### src/rtl/gpmc_defs.svh
// constants for the gpio port mode control block
`ifndef GPMC_DEFS_SVH
`define GPMC_DEFS_SVH
// ----------------------------------------------------------------
// register byte offsets
// ----------------------------------------------------------------
`define GPMC_OFS_DATA    12'h000
`define GPMC_OFS_MODE_A  12'h010
`define GPMC_OFS_MODE_B  12'h020
`define GPMC_OFS_INTYPE  12'h030
`define GPMC_OFS_SLEW    12'h040
`define GPMC_OFS_CFG     12'h050
`define GPMC_OFS_DRV     12'h060
// ----------------------------------------------------------------
// layout and reset values
// ----------------------------------------------------------------
`define GPMC_NPORT       4
`define GPMC_NPIN        32
`define GPMC_PORT_MASK   32'h0101FFFF
`define GPMC_MODE_A_RST  8'hFF
`define GPMC_MODE_B_RST  8'h00
`define GPMC_LATCH_RST   8'hFF
`define GPMC_CFG_RPD     0
`define GPMC_CFG_PUEN    1
`define GPMC_DBG_DATA    0
`define GPMC_DBG_CLK     1
// ----------------------------------------------------------------
// timing
// ----------------------------------------------------------------
`define GPMC_DBG_HOLD_OSC 600
`define GPMC_BOOST_CLKS   2
`endif

### src/rtl/gpmc_pkg.sv
// types for the gpio port mode control block
package gpmc_pkg;
  typedef enum logic [1:0] {
    GPMC_QUASI = 2'b00,
    GPMC_PUSH  = 2'b01,
    GPMC_INPUT = 2'b10,
    GPMC_OPEN  = 2'b11
  } gpmc_mode_e;
  typedef enum logic [0:0] {
    GPMC_DBG_HOLD = 1'b0,
    GPMC_DBG_DONE = 1'b1
  } gpmc_dbg_e;
endpackage : gpmc_pkg

### src/rtl/gpmc_top.sv
// gpio ports with mode control, slew/input type and apb registers
`timescale 1ns/10ps
`include "gpmc_defs.svh"
module gpmc_top (
  // clock and reset
  input  wire logic        pclk,
  input  wire logic        presetn,
  // apb slave
  input  wire logic        psel,
  input  wire logic        penable,
  input  wire logic        pwrite,
  input  wire logic [11:0] paddr,
  input  wire logic [31:0] pwdata,
  input  wire logic [3:0]  pstrb,
  output logic      [31:0] prdata,
  output logic             pready,
  output logic             pslverr,
  // slow oscillator sampled as a level
  input  wire logic        slow_internal_osc,
  // pins, 8 bits per port, port n at bits 8n+7..8n
  input  wire logic [31:0] pin_in,
  output logic      [31:0] pin_pull_down,
  output logic      [31:0] pin_strong_up,
  output logic      [31:0] pin_weak_up,
  output logic      [31:0] pin_very_weak_up,
  output logic      [31:0] pin_schmitt,
  output logic      [31:0] pin_fast_slew,
  // dual-use reset pin
  output logic             dual_pin_reset_mode,
  output logic             dual_pin_pullup
);
  // ----------------------------------------------------------------
  // registers
  // ----------------------------------------------------------------
  // port 2 and 3 hold a single pin (bit 0); the mask trims the rest
  logic [31:0] port_data_reg;
  logic [31:0] port_mode_sel_a;
  logic [31:0] port_mode_sel_b;
  logic [31:0] port_input_type_sel;
  logic [31:0] port_slew_sel;
  logic        reset_pin_disable_cfg;
  logic        dual_pin_pullup_en;
  logic [31:0] next_port_data_reg;
  logic [31:0] next_port_mode_sel_a;
  logic [31:0] next_port_mode_sel_b;
  logic [31:0] next_port_input_type_sel;
  logic [31:0] next_port_slew_sel;
  logic        next_reset_pin_disable_cfg;
  logic        next_dual_pin_pullup_en;
  logic [31:0] next_prdata;
  logic        next_pslverr;
  logic        wr_en;
  logic        rd_en;
  logic [31:0] wmask;

  // ----------------------------------------------------------------
  // apb decode
  // ----------------------------------------------------------------
  // byte strobe to bit mask, one bit per port byte
  function automatic logic [31:0] strb_mask(input logic [3:0] s);
    return {{8{s[3]}}, {8{s[2]}}, {8{s[1]}}, {8{s[0]}}};
  endfunction : strb_mask

  function automatic logic [31:0] merge(input logic [31:0] old_v,
                                        input logic [31:0] new_v,
                                        input logic [31:0] m);
    return ((old_v & ~m) | (new_v & m)) & `GPMC_PORT_MASK;
  endfunction : merge

  // one decode for the write error, so it cannot drift from the map
  function automatic logic mapped(input logic [11:0] a);
    return (a == `GPMC_OFS_DATA)   || (a == `GPMC_OFS_MODE_A) ||
           (a == `GPMC_OFS_MODE_B) || (a == `GPMC_OFS_INTYPE) ||
           (a == `GPMC_OFS_SLEW)   || (a == `GPMC_OFS_CFG)    ||
           (a == `GPMC_OFS_DRV);
  endfunction : mapped

  assign wr_en = psel & penable & pwrite & pready;
  assign rd_en = psel & ~penable & ~pwrite;
  assign wmask = strb_mask(pstrb);

  logic [31:0] sensed;
  logic [31:0] boost;
  gpmc_pkg::gpmc_dbg_e dbg_state;

  // ----------------------------------------------------------------
  // register next values
  // ----------------------------------------------------------------
  // write lands in access; read data is caught in setup
  always_comb begin
    next_port_data_reg         = port_data_reg;
    next_port_mode_sel_a       = port_mode_sel_a;
    next_port_mode_sel_b       = port_mode_sel_b;
    next_port_input_type_sel   = port_input_type_sel;
    next_port_slew_sel         = port_slew_sel;
    next_reset_pin_disable_cfg = reset_pin_disable_cfg;
    next_dual_pin_pullup_en    = dual_pin_pullup_en;
    next_prdata                = prdata;
    next_pslverr               = 1'b0;
    if (wr_en) begin
      // byte strobes let software touch one port without disturbing others
      if (paddr == `GPMC_OFS_DATA) begin
        next_port_data_reg = merge(port_data_reg, pwdata, wmask);
      end else if (paddr == `GPMC_OFS_MODE_A) begin
        next_port_mode_sel_a = merge(port_mode_sel_a, pwdata, wmask);
      end else if (paddr == `GPMC_OFS_MODE_B) begin
        next_port_mode_sel_b = merge(port_mode_sel_b, pwdata, wmask);
      end else if (paddr == `GPMC_OFS_INTYPE) begin
        next_port_input_type_sel = merge(port_input_type_sel, pwdata, wmask);
      end else if (paddr == `GPMC_OFS_SLEW) begin
        next_port_slew_sel = merge(port_slew_sel, pwdata, wmask);
      end else if (paddr == `GPMC_OFS_CFG) begin
        if (pstrb[0]) begin
          next_reset_pin_disable_cfg = pwdata[`GPMC_CFG_RPD];
          next_dual_pin_pullup_en    = pwdata[`GPMC_CFG_PUEN];
        end
      end
    end
    // decided in setup so the error rides out together with pready
    if (psel & ~penable & pwrite & ~mapped(paddr)) begin
      next_pslverr = 1'b1;
    end
    if (rd_en) begin
      if (paddr == `GPMC_OFS_DATA) begin
        next_prdata = sensed;
      end else if (paddr == `GPMC_OFS_MODE_A) begin
        next_prdata = port_mode_sel_a;
      end else if (paddr == `GPMC_OFS_MODE_B) begin
        next_prdata = port_mode_sel_b;
      end else if (paddr == `GPMC_OFS_INTYPE) begin
        next_prdata = port_input_type_sel;
      end else if (paddr == `GPMC_OFS_SLEW) begin
        next_prdata = port_slew_sel;
      end else if (paddr == `GPMC_OFS_CFG) begin
        next_prdata = {30'h00000000, dual_pin_pullup_en, reset_pin_disable_cfg};
      end else if (paddr == `GPMC_OFS_DRV) begin
        // latch view for read-modify-write, never the pin level
        next_prdata = port_data_reg;
      end else begin
        next_prdata = 32'h00000000;
      end
    end
  end

  // ----------------------------------------------------------------
  // apb handshake and register state
  // ----------------------------------------------------------------
  // two-phase access: setup latches read data, access completes at once
  logic next_pready;
  assign next_pready = psel & ~penable;

  always_ff @(posedge pclk or negedge presetn) begin
    if (!presetn) begin
      port_data_reg         <= `GPMC_PORT_MASK;
      port_mode_sel_a       <= `GPMC_PORT_MASK;
      port_mode_sel_b       <= 32'h00000000;
      port_input_type_sel   <= 32'h00000000;
      port_slew_sel         <= 32'h00000000;
      reset_pin_disable_cfg <= 1'b0;
      dual_pin_pullup_en    <= 1'b0;
      prdata                <= 32'h00000000;
      pready                <= 1'b0;
      pslverr               <= 1'b0;
    end else begin
      port_data_reg         <= next_port_data_reg;
      port_mode_sel_a       <= next_port_mode_sel_a;
      port_mode_sel_b       <= next_port_mode_sel_b;
      port_input_type_sel   <= next_port_input_type_sel;
      port_slew_sel         <= next_port_slew_sel;
      reset_pin_disable_cfg <= next_reset_pin_disable_cfg;
      dual_pin_pullup_en    <= next_dual_pin_pullup_en;
      prdata                <= next_prdata;
      pready                <= next_pready;
      pslverr               <= next_pslverr & next_pready;
    end
  end

  // ----------------------------------------------------------------
  // debug pin hold after reset, counted on slow oscillator edges
  // ----------------------------------------------------------------
  logic [1:0]  osc_sync;
  logic        osc_prev;
  logic [9:0]  osc_cnt;
  logic [1:0]  next_osc_sync;
  logic        next_osc_prev;
  logic [9:0]  next_osc_cnt;
  gpmc_pkg::gpmc_dbg_e next_dbg_state;

  always_comb begin
    next_osc_sync  = {osc_sync[0], slow_internal_osc};
    next_osc_prev  = osc_sync[1];
    next_osc_cnt   = osc_cnt;
    next_dbg_state = dbg_state;
    case (dbg_state)
      gpmc_pkg::GPMC_DBG_HOLD: begin
        if (osc_sync[1] & ~osc_prev) begin
          next_osc_cnt = osc_cnt + 10'h001;
          if (osc_cnt == 10'(`GPMC_DBG_HOLD_OSC - 1)) begin
            next_dbg_state = gpmc_pkg::GPMC_DBG_DONE;
          end
        end
      end
      default: next_dbg_state = gpmc_pkg::GPMC_DBG_DONE;
    endcase
  end

  always_ff @(posedge pclk or negedge presetn) begin
    if (!presetn) begin
      osc_sync  <= 2'h0;
      osc_prev  <= 1'b0;
      osc_cnt   <= 10'h000;
      dbg_state <= gpmc_pkg::GPMC_DBG_HOLD;
    end else begin
      osc_sync  <= next_osc_sync;
      osc_prev  <= next_osc_prev;
      osc_cnt   <= next_osc_cnt;
      dbg_state <= next_dbg_state;
    end
  end

  // ----------------------------------------------------------------
  // per-pin drive logic
  // ----------------------------------------------------------------
  logic [31:0] latch_prev;
  logic [1:0]  boost_cnt [32];
  logic [1:0]  next_boost_cnt [32];
  logic [31:0] next_pull_down;
  logic [31:0] next_strong_up;
  logic [31:0] next_weak_up;
  logic [31:0] next_very_weak_up;

  // sensed levels: dual pin reads zero while it is the reset input
  always_comb begin
    sensed = pin_in & `GPMC_PORT_MASK;
    if (!reset_pin_disable_cfg) begin
      sensed[16] = 1'b0;
    end
  end

  genvar gi;
  generate
    for (gi = 0; gi < `GPMC_NPIN; gi++) begin : g_pin
      gpmc_pkg::gpmc_mode_e md;
      logic lat;
      always_comb begin
        md  = gpmc_pkg::gpmc_mode_e'({port_mode_sel_a[gi],
                                      port_mode_sel_b[gi]});
        lat = port_data_reg[gi];
        if ((gi == `GPMC_DBG_DATA || gi == `GPMC_DBG_CLK) &&
            dbg_state == gpmc_pkg::GPMC_DBG_HOLD) begin
          md  = gpmc_pkg::GPMC_QUASI;
          lat = 1'b1;
        end
        if (gi == 16) begin
          md = gpmc_pkg::GPMC_INPUT;
        end
        next_boost_cnt[gi] = (boost_cnt[gi] != 2'h0) ?
                             boost_cnt[gi] - 2'h1 : 2'h0;
        // a new rising edge mid-boost restarts the two-clock window
        if (md == gpmc_pkg::GPMC_QUASI && lat && !latch_prev[gi]) begin
          next_boost_cnt[gi] = 2'(`GPMC_BOOST_CLKS);
        end
        boost[gi] = (next_boost_cnt[gi] != 2'h0);
        next_pull_down[gi]    = 1'b0;
        next_strong_up[gi]    = 1'b0;
        next_weak_up[gi]      = 1'b0;
        next_very_weak_up[gi] = 1'b0;
        case (md)
          gpmc_pkg::GPMC_QUASI: begin
            next_pull_down[gi]    = ~lat;
            next_very_weak_up[gi] = lat;
            next_weak_up[gi]      = lat & pin_in[gi];
            next_strong_up[gi]    = lat & boost[gi];
          end
          gpmc_pkg::GPMC_PUSH: begin
            next_pull_down[gi] = ~lat;
            next_strong_up[gi] = lat;
          end
          gpmc_pkg::GPMC_OPEN: begin
            next_pull_down[gi] = ~lat;
          end
          default: begin
          end
        endcase
      end
    end
  endgenerate

  // ----------------------------------------------------------------
  // drive outputs
  // ----------------------------------------------------------------
  // registered so no pin enable can glitch on a decode change
  always_ff @(posedge pclk or negedge presetn) begin
    if (!presetn) begin
      latch_prev          <= `GPMC_PORT_MASK;
      pin_pull_down       <= 32'h00000000;
      pin_strong_up       <= 32'h00000000;
      pin_weak_up         <= 32'h00000000;
      pin_very_weak_up    <= 32'h00000000;
      pin_schmitt         <= 32'h00000000;
      pin_fast_slew       <= 32'h00000000;
      dual_pin_reset_mode <= 1'b1;
      dual_pin_pullup     <= 1'b1;
      for (int i = 0; i < `GPMC_NPIN; i++) begin
        boost_cnt[i] <= 2'h0;
      end
    end else begin
      latch_prev       <= port_data_reg;
      pin_pull_down    <= next_pull_down & `GPMC_PORT_MASK;
      pin_strong_up    <= next_strong_up & `GPMC_PORT_MASK;
      pin_weak_up      <= next_weak_up & `GPMC_PORT_MASK;
      pin_very_weak_up <= next_very_weak_up & `GPMC_PORT_MASK;
      pin_schmitt      <= (port_input_type_sel |
                          {15'h0000, 1'b1, 16'h0000}) & `GPMC_PORT_MASK;
      pin_fast_slew    <= port_slew_sel;
      dual_pin_reset_mode <= ~reset_pin_disable_cfg;
      dual_pin_pullup  <= ~reset_pin_disable_cfg | dual_pin_pullup_en;
      for (int i = 0; i < `GPMC_NPIN; i++) begin
        boost_cnt[i] <= next_boost_cnt[i];
      end
    end
  end
endmodule : gpmc_top

### config.mk
export PLATFORM = sky130hd
export DESIGN_NAME = gpmc_top
export DESIGN_NICKNAME = d
export VERILOG_FILES = /design/src/rtl/gpmc_pkg.sv /design/src/rtl/gpmc_top.sv
export VERILOG_INCLUDE_DIRS = /design/src /design/src/rtl
export SDC_FILE = /design/constraint.sdc
export NUM_CORES = 1
export LEC_CHECK = 0
export BUFFER_PORTS_ARGS = -buffer_cell sky130_fd_sc_hd__buf_2
export CAP_MARGIN = 15
export CORE_MARGIN = 10
export CORE_UTILIZATION = 45
export CTS_CLUSTER_DIAMETER = 100
export DETAILED_ROUTE_END_ITERATION = 8
export GPL_TIMING_DRIVEN = 0
export HOLD_SLACK_MARGIN = 0.02
export PLACE_DENSITY = 0.7
export SYNTH_ARGS = -nofsm -noshare
export SYNTH_HDL_FRONTEND = slang
export SYNTH_SLANG_ARGS = --single-unit
### constraint.sdc
create_clock -name pclk -period 1.95 [get_ports pclk]
set_input_delay 0.2925 -clock pclk [delete_from_list [all_inputs] [get_ports pclk]]
set_output_delay 0.2925 -clock pclk [all_outputs]
set_load 0.01 [all_outputs]
==> impl_metrics.json <==
{
  "clockPowerShare_pct": 43.5,
  "ys_types": 58,
  "ys_seq_elements": 283,
  "drive_above_1_share_pct": 41.1,
  "cts_made_buffers": 29,
  "max_slew_margin_pct": 50.3,
  "hold_path_depth": 2,
  "dieArea_um2": 32900,
  "netSwitchingFraction_pct": 22.7,
  "final-setup-viol-count": 16,
  "layout.nets": 1362,
  "clk_pin_slew_ns": 0.06,
  "synth_top_area_cell": "dfrtp_1",
  "clock_path_buffers": 3,
  "ys_dominant_reg_cell": "dfrtp_1",
  "final_core_util_pct": 56.9,
  "p_int_uw": 9560,
  "grt_start_max_net_pins": 118,
  "synth_mux_area_share_pct": 9.78,
  "use_met1_pct": 22.8,
  "ys_warn_count": 0,
  "start_util_pct": 45.4,
  "reg2regPathDepth": 6,
  "fp.dieH_um": 182,
  "cts.sinks": 283,
  "cts_tree": "built",
  "grt_pass1_wl_um": 48200,
  "async_flop_share_pct": 100,
  "areaGrowthSynthToFinish_pct": 25.3,
  "tightest_slew_ns": 0.746,
  "crit_chain": "buf_2 -> or4_4 -> buf_6 -> or3_4 -> nor3_4 -> nand2_2 -> mux2_2",
  "reg2reg_from": "pready",
  "hold_viol_final": 0,
  "synth.top_cell.area_share_pct": 48.6,
  "period_share_pct": 102,
  "worst_slack_ns": -0.0485,
  "synth_edf_count": 0,
  "critPathMaxStageDelay_ns": 0.54,
  "overflow": 0,
  "wl_per_cell_um": 19.4,
  "post-place-ws_ns": -0.643,
  "placed_area_um2": 13500,
  "grt.busiest_layer": "met2",
  "worstHoldStart": "pin_in[24]",
  "dr.first_iter.drc_count": 460,
  "synth_xor_area_share_pct": 0.671,
  "grt_pass1_vias": 8476,
  "gp_congestion": 0.864,
  "wl_um": 31700,
  "avgSynthCellArea_um2": 12.5,
  "arrival_ns": 2.40,
  "ant_nets": 0,
  "finalSetupTns_ns": -0.508,
  "period_needed_ns": 2.00,
  "synth_compound_area_share_pct": 8.43,
  "critical-path-top-delay-family": "simple AND/OR/NAND/NOR gates",
  "r2r_slack_ns": 0.16,
  "num_vias": 8045,
  "path_buf_inv": 2,
  "rsz0062_at_grt": "yes",
  "place_inst": 1559,
  "irDropWorstVdd_v": 0.000641,
  "seqPwrFrac_pct": 49.0,
  "synthTopCellsByArea": "dfrtp_1 (49%), dfstp_2 (12%), mux2_2 (9.0%)",
  "met3_usage_pct": 4.65,
  "cts_htree_levels": 1,
  "cp-start-kind": "input pin",
  "dr.pass1.iters": 5,
  "synth_seq_area_share_pct": 60.9,
  "worstSkewPairLatency_ns": 0.52,
  "coreArea_um2": 25800,
  "met2_usage_pct": 31.1,
  "antenna_found_initial": 8,
  "power_leakage_uw": 0.00761,
  "combPwrFrac_pct": 7.6,
  "dieWidth_um": 182,
  "rows": 59,
  "synth_area_um2": 11700,
  "cp_max_fo": 8,
  "hpwlAfterDp_um": 22800,
  "min_to": "pin_weak_up[24]",
  "synth_top_family_by_area": "simple AND/OR/NAND/NOR gates",
  "violations": "setup timing",
  "synth_cells": 940,
  "drv_cap": 0,
  "status": "finished, violations left",
  "path_class": "input pin to flip-flop",
  "timing.fmax_mhz": 500,
  "hold_class": "input pin to flip-flop",
  "grt_usage_pct": 18.4,
  "cpMaxStageDelayCell": "or4_4",
  "clockRootBuffer": "clkbuf_16",
  "switching_power_uw": 2810,
  "layoutNonFillerInstCount": 1637,
  "cp.required_ns": 2.35,
  "ios": 314,
  "design_area_um2": 14700,
  "portBuffers": 180,
  "synth_fa_ha_area_share_pct": 0.107,
  "p_per_area_nw_per_um2": 841,
  "slew_violations": 0,
  "cp-end-kind": "flip-flop",
  "synthSimpleGateAreaFrac_pct": 11.6,
  "drc": 0,
  "vias_per_cell": 4.91,
  "finalClockSkew_ns": 0.00662
}
## logic make-up (layout without fill, tap and decap cells)
| kind of cell | Yosys count | after routing |
|---|---|---|
| other | 2 | 108 |
| adders and majority gates | 1 | 1 |
| DFF | 283 | 283 |
| muxes | 103 | 103 |
| buffers and inverters | 149 | 405 |
| AOI/OAI and AO/OA | 160 | 160 |
| and+or+nand+nor | 233 | 233 |
| xor gates and xnor gates | 9 | 9 |
## worst max path at each step
stage                     startpoint         end  slack, ns  cells past startpoint
after floorplan             paddr[1]   prdata[2]      -0.18                      7
after global placement       presetn  osc_cnt[6]      -4.49                      1
after detailed placement    paddr[5]  prdata[13]      -0.64                      7
after CTS                   paddr[1]   flip-flop     -0.009                      7
after global routing        paddr[1]   flip-flop      -0.04                      7
final                       paddr[1]   flip-flop      -0.05                      7
## cell type report
| class | count | area, um^2 |
|---|---|---|
| Inverter | 19 | 71.3 |
| Clock buffer | 44 | 872 |
| Clock inverter | 9 | 73.8 |
| Fill cell | 2211 | 11100 |
| Antenna cell | 5 | 12.5 |
| Timing Repair Buffer | 204 | 1170 |
| Tap cell | 335 | 419 |
| Sequential cell | 283 | 7150 |
| Buffer | 129 | 926 |
| Multi-Input combinational cell | 609 | 4010 |
## cell usage after synthesis, types with 9 or more instances
cell	count
dfrtp_1	228
buf_4	103
mux2_2	94
a21oi_1	62
dfstp_2	55
nand2_1	40
nor2_1	33
a21o_1	22
nor2b_1	22
nand2b_1	21
nor3b_1	21
o22ai_1	20
and2_1	19
inv_1	19
nor3_1	18
clkbuf_1	16
o21ai_0	16
nand3_1	14
a211o_1	9
a31oi_1	9
mux2i_1	9
## cell usage in the layout, fill, tap and decap left out, drive strengths merged, types with 3 or more instances in the layout
cell type | netlist | final
o21ai | 16 | 16
nand2 | 45 | 45
xnor2 | 7 | 7
clkinv | 0 | 7
nor3b | 21 | 21
dlygate4sd3 | 0 | 16
clkbuf | 19 | 62
o22ai | 20 | 20
a22oi | 7 | 7
nand3 | 20 | 20
conb | 2 | 103
mux2 | 94 | 94
a21oi | 62 | 62
buf | 110 | 298
diode | 0 | 5
or3 | 9 | 9
nor2b | 22 | 22
a21o | 23 | 23
dfstp | 55 | 55
dfrtp | 228 | 228
nand2b | 21 | 21
mux2i | 9 | 9
nor2 | 33 | 33
a211o | 9 | 9
and2 | 19 | 19
nand4 | 6 | 6
inv | 19 | 20
a211oi | 6 | 6
a31oi | 9 | 9
nor3 | 21 | 21
and3 | 3 | 3
## power groups by stage
stage	Sequential [uW]	Combinational, uW	Clock [uW]
CTS	6060	923	5490
global placement	6150	862	0
floorplan	6170	496	0
global route	6070	1030	5750
finish	6060	934	5370
detailed placement	6160	892	0
## worst reg2reg max path, delay by kind of cell, from the launching register on
kind	cells	cell delay, ns
buf+inv	2	0.35
flops	1	0.36
mux	1	0.39
simple gates	3	0.57
## repair_timing
| action | CTS | global route |
|---|---|---|
| pin swaps | 2 | 0 |
| hold buffers | 16 | 0 |
| setup endpoints to repair | 83 | 40 |
| buffers inserted | 5 | 0 |
| gates cloned | 0 | 0 |
| gates resized for setup | 7 | 5 |
| hold endpoints to repair | 85 | 0 |
## per-layer routing
layer / vias up / part of all wire, %
met5: - / 0.11
met4: 6 / 2.2
met3: 43 / 7.7
met2: 287 / 49
met1: 3961 / 41
li1: 3748 / -
## through the flow
| stage | total power [uW] | hold slack [ns] |
|---|---|---|
| 2_1_floorplan | 6660 | -0.00309 |
| 3_3_place_gp | 7020 | 0.336 |
| 3_5_place_dp | 7050 | 0.306 |
| 4_1_cts | 12500 | 0.0229 |
| 5_1_grt | 12900 | 0.0299 |
| 6_report | 12400 | 0.0345 |
Note: power is estimated with default switching activity, not from simulation.
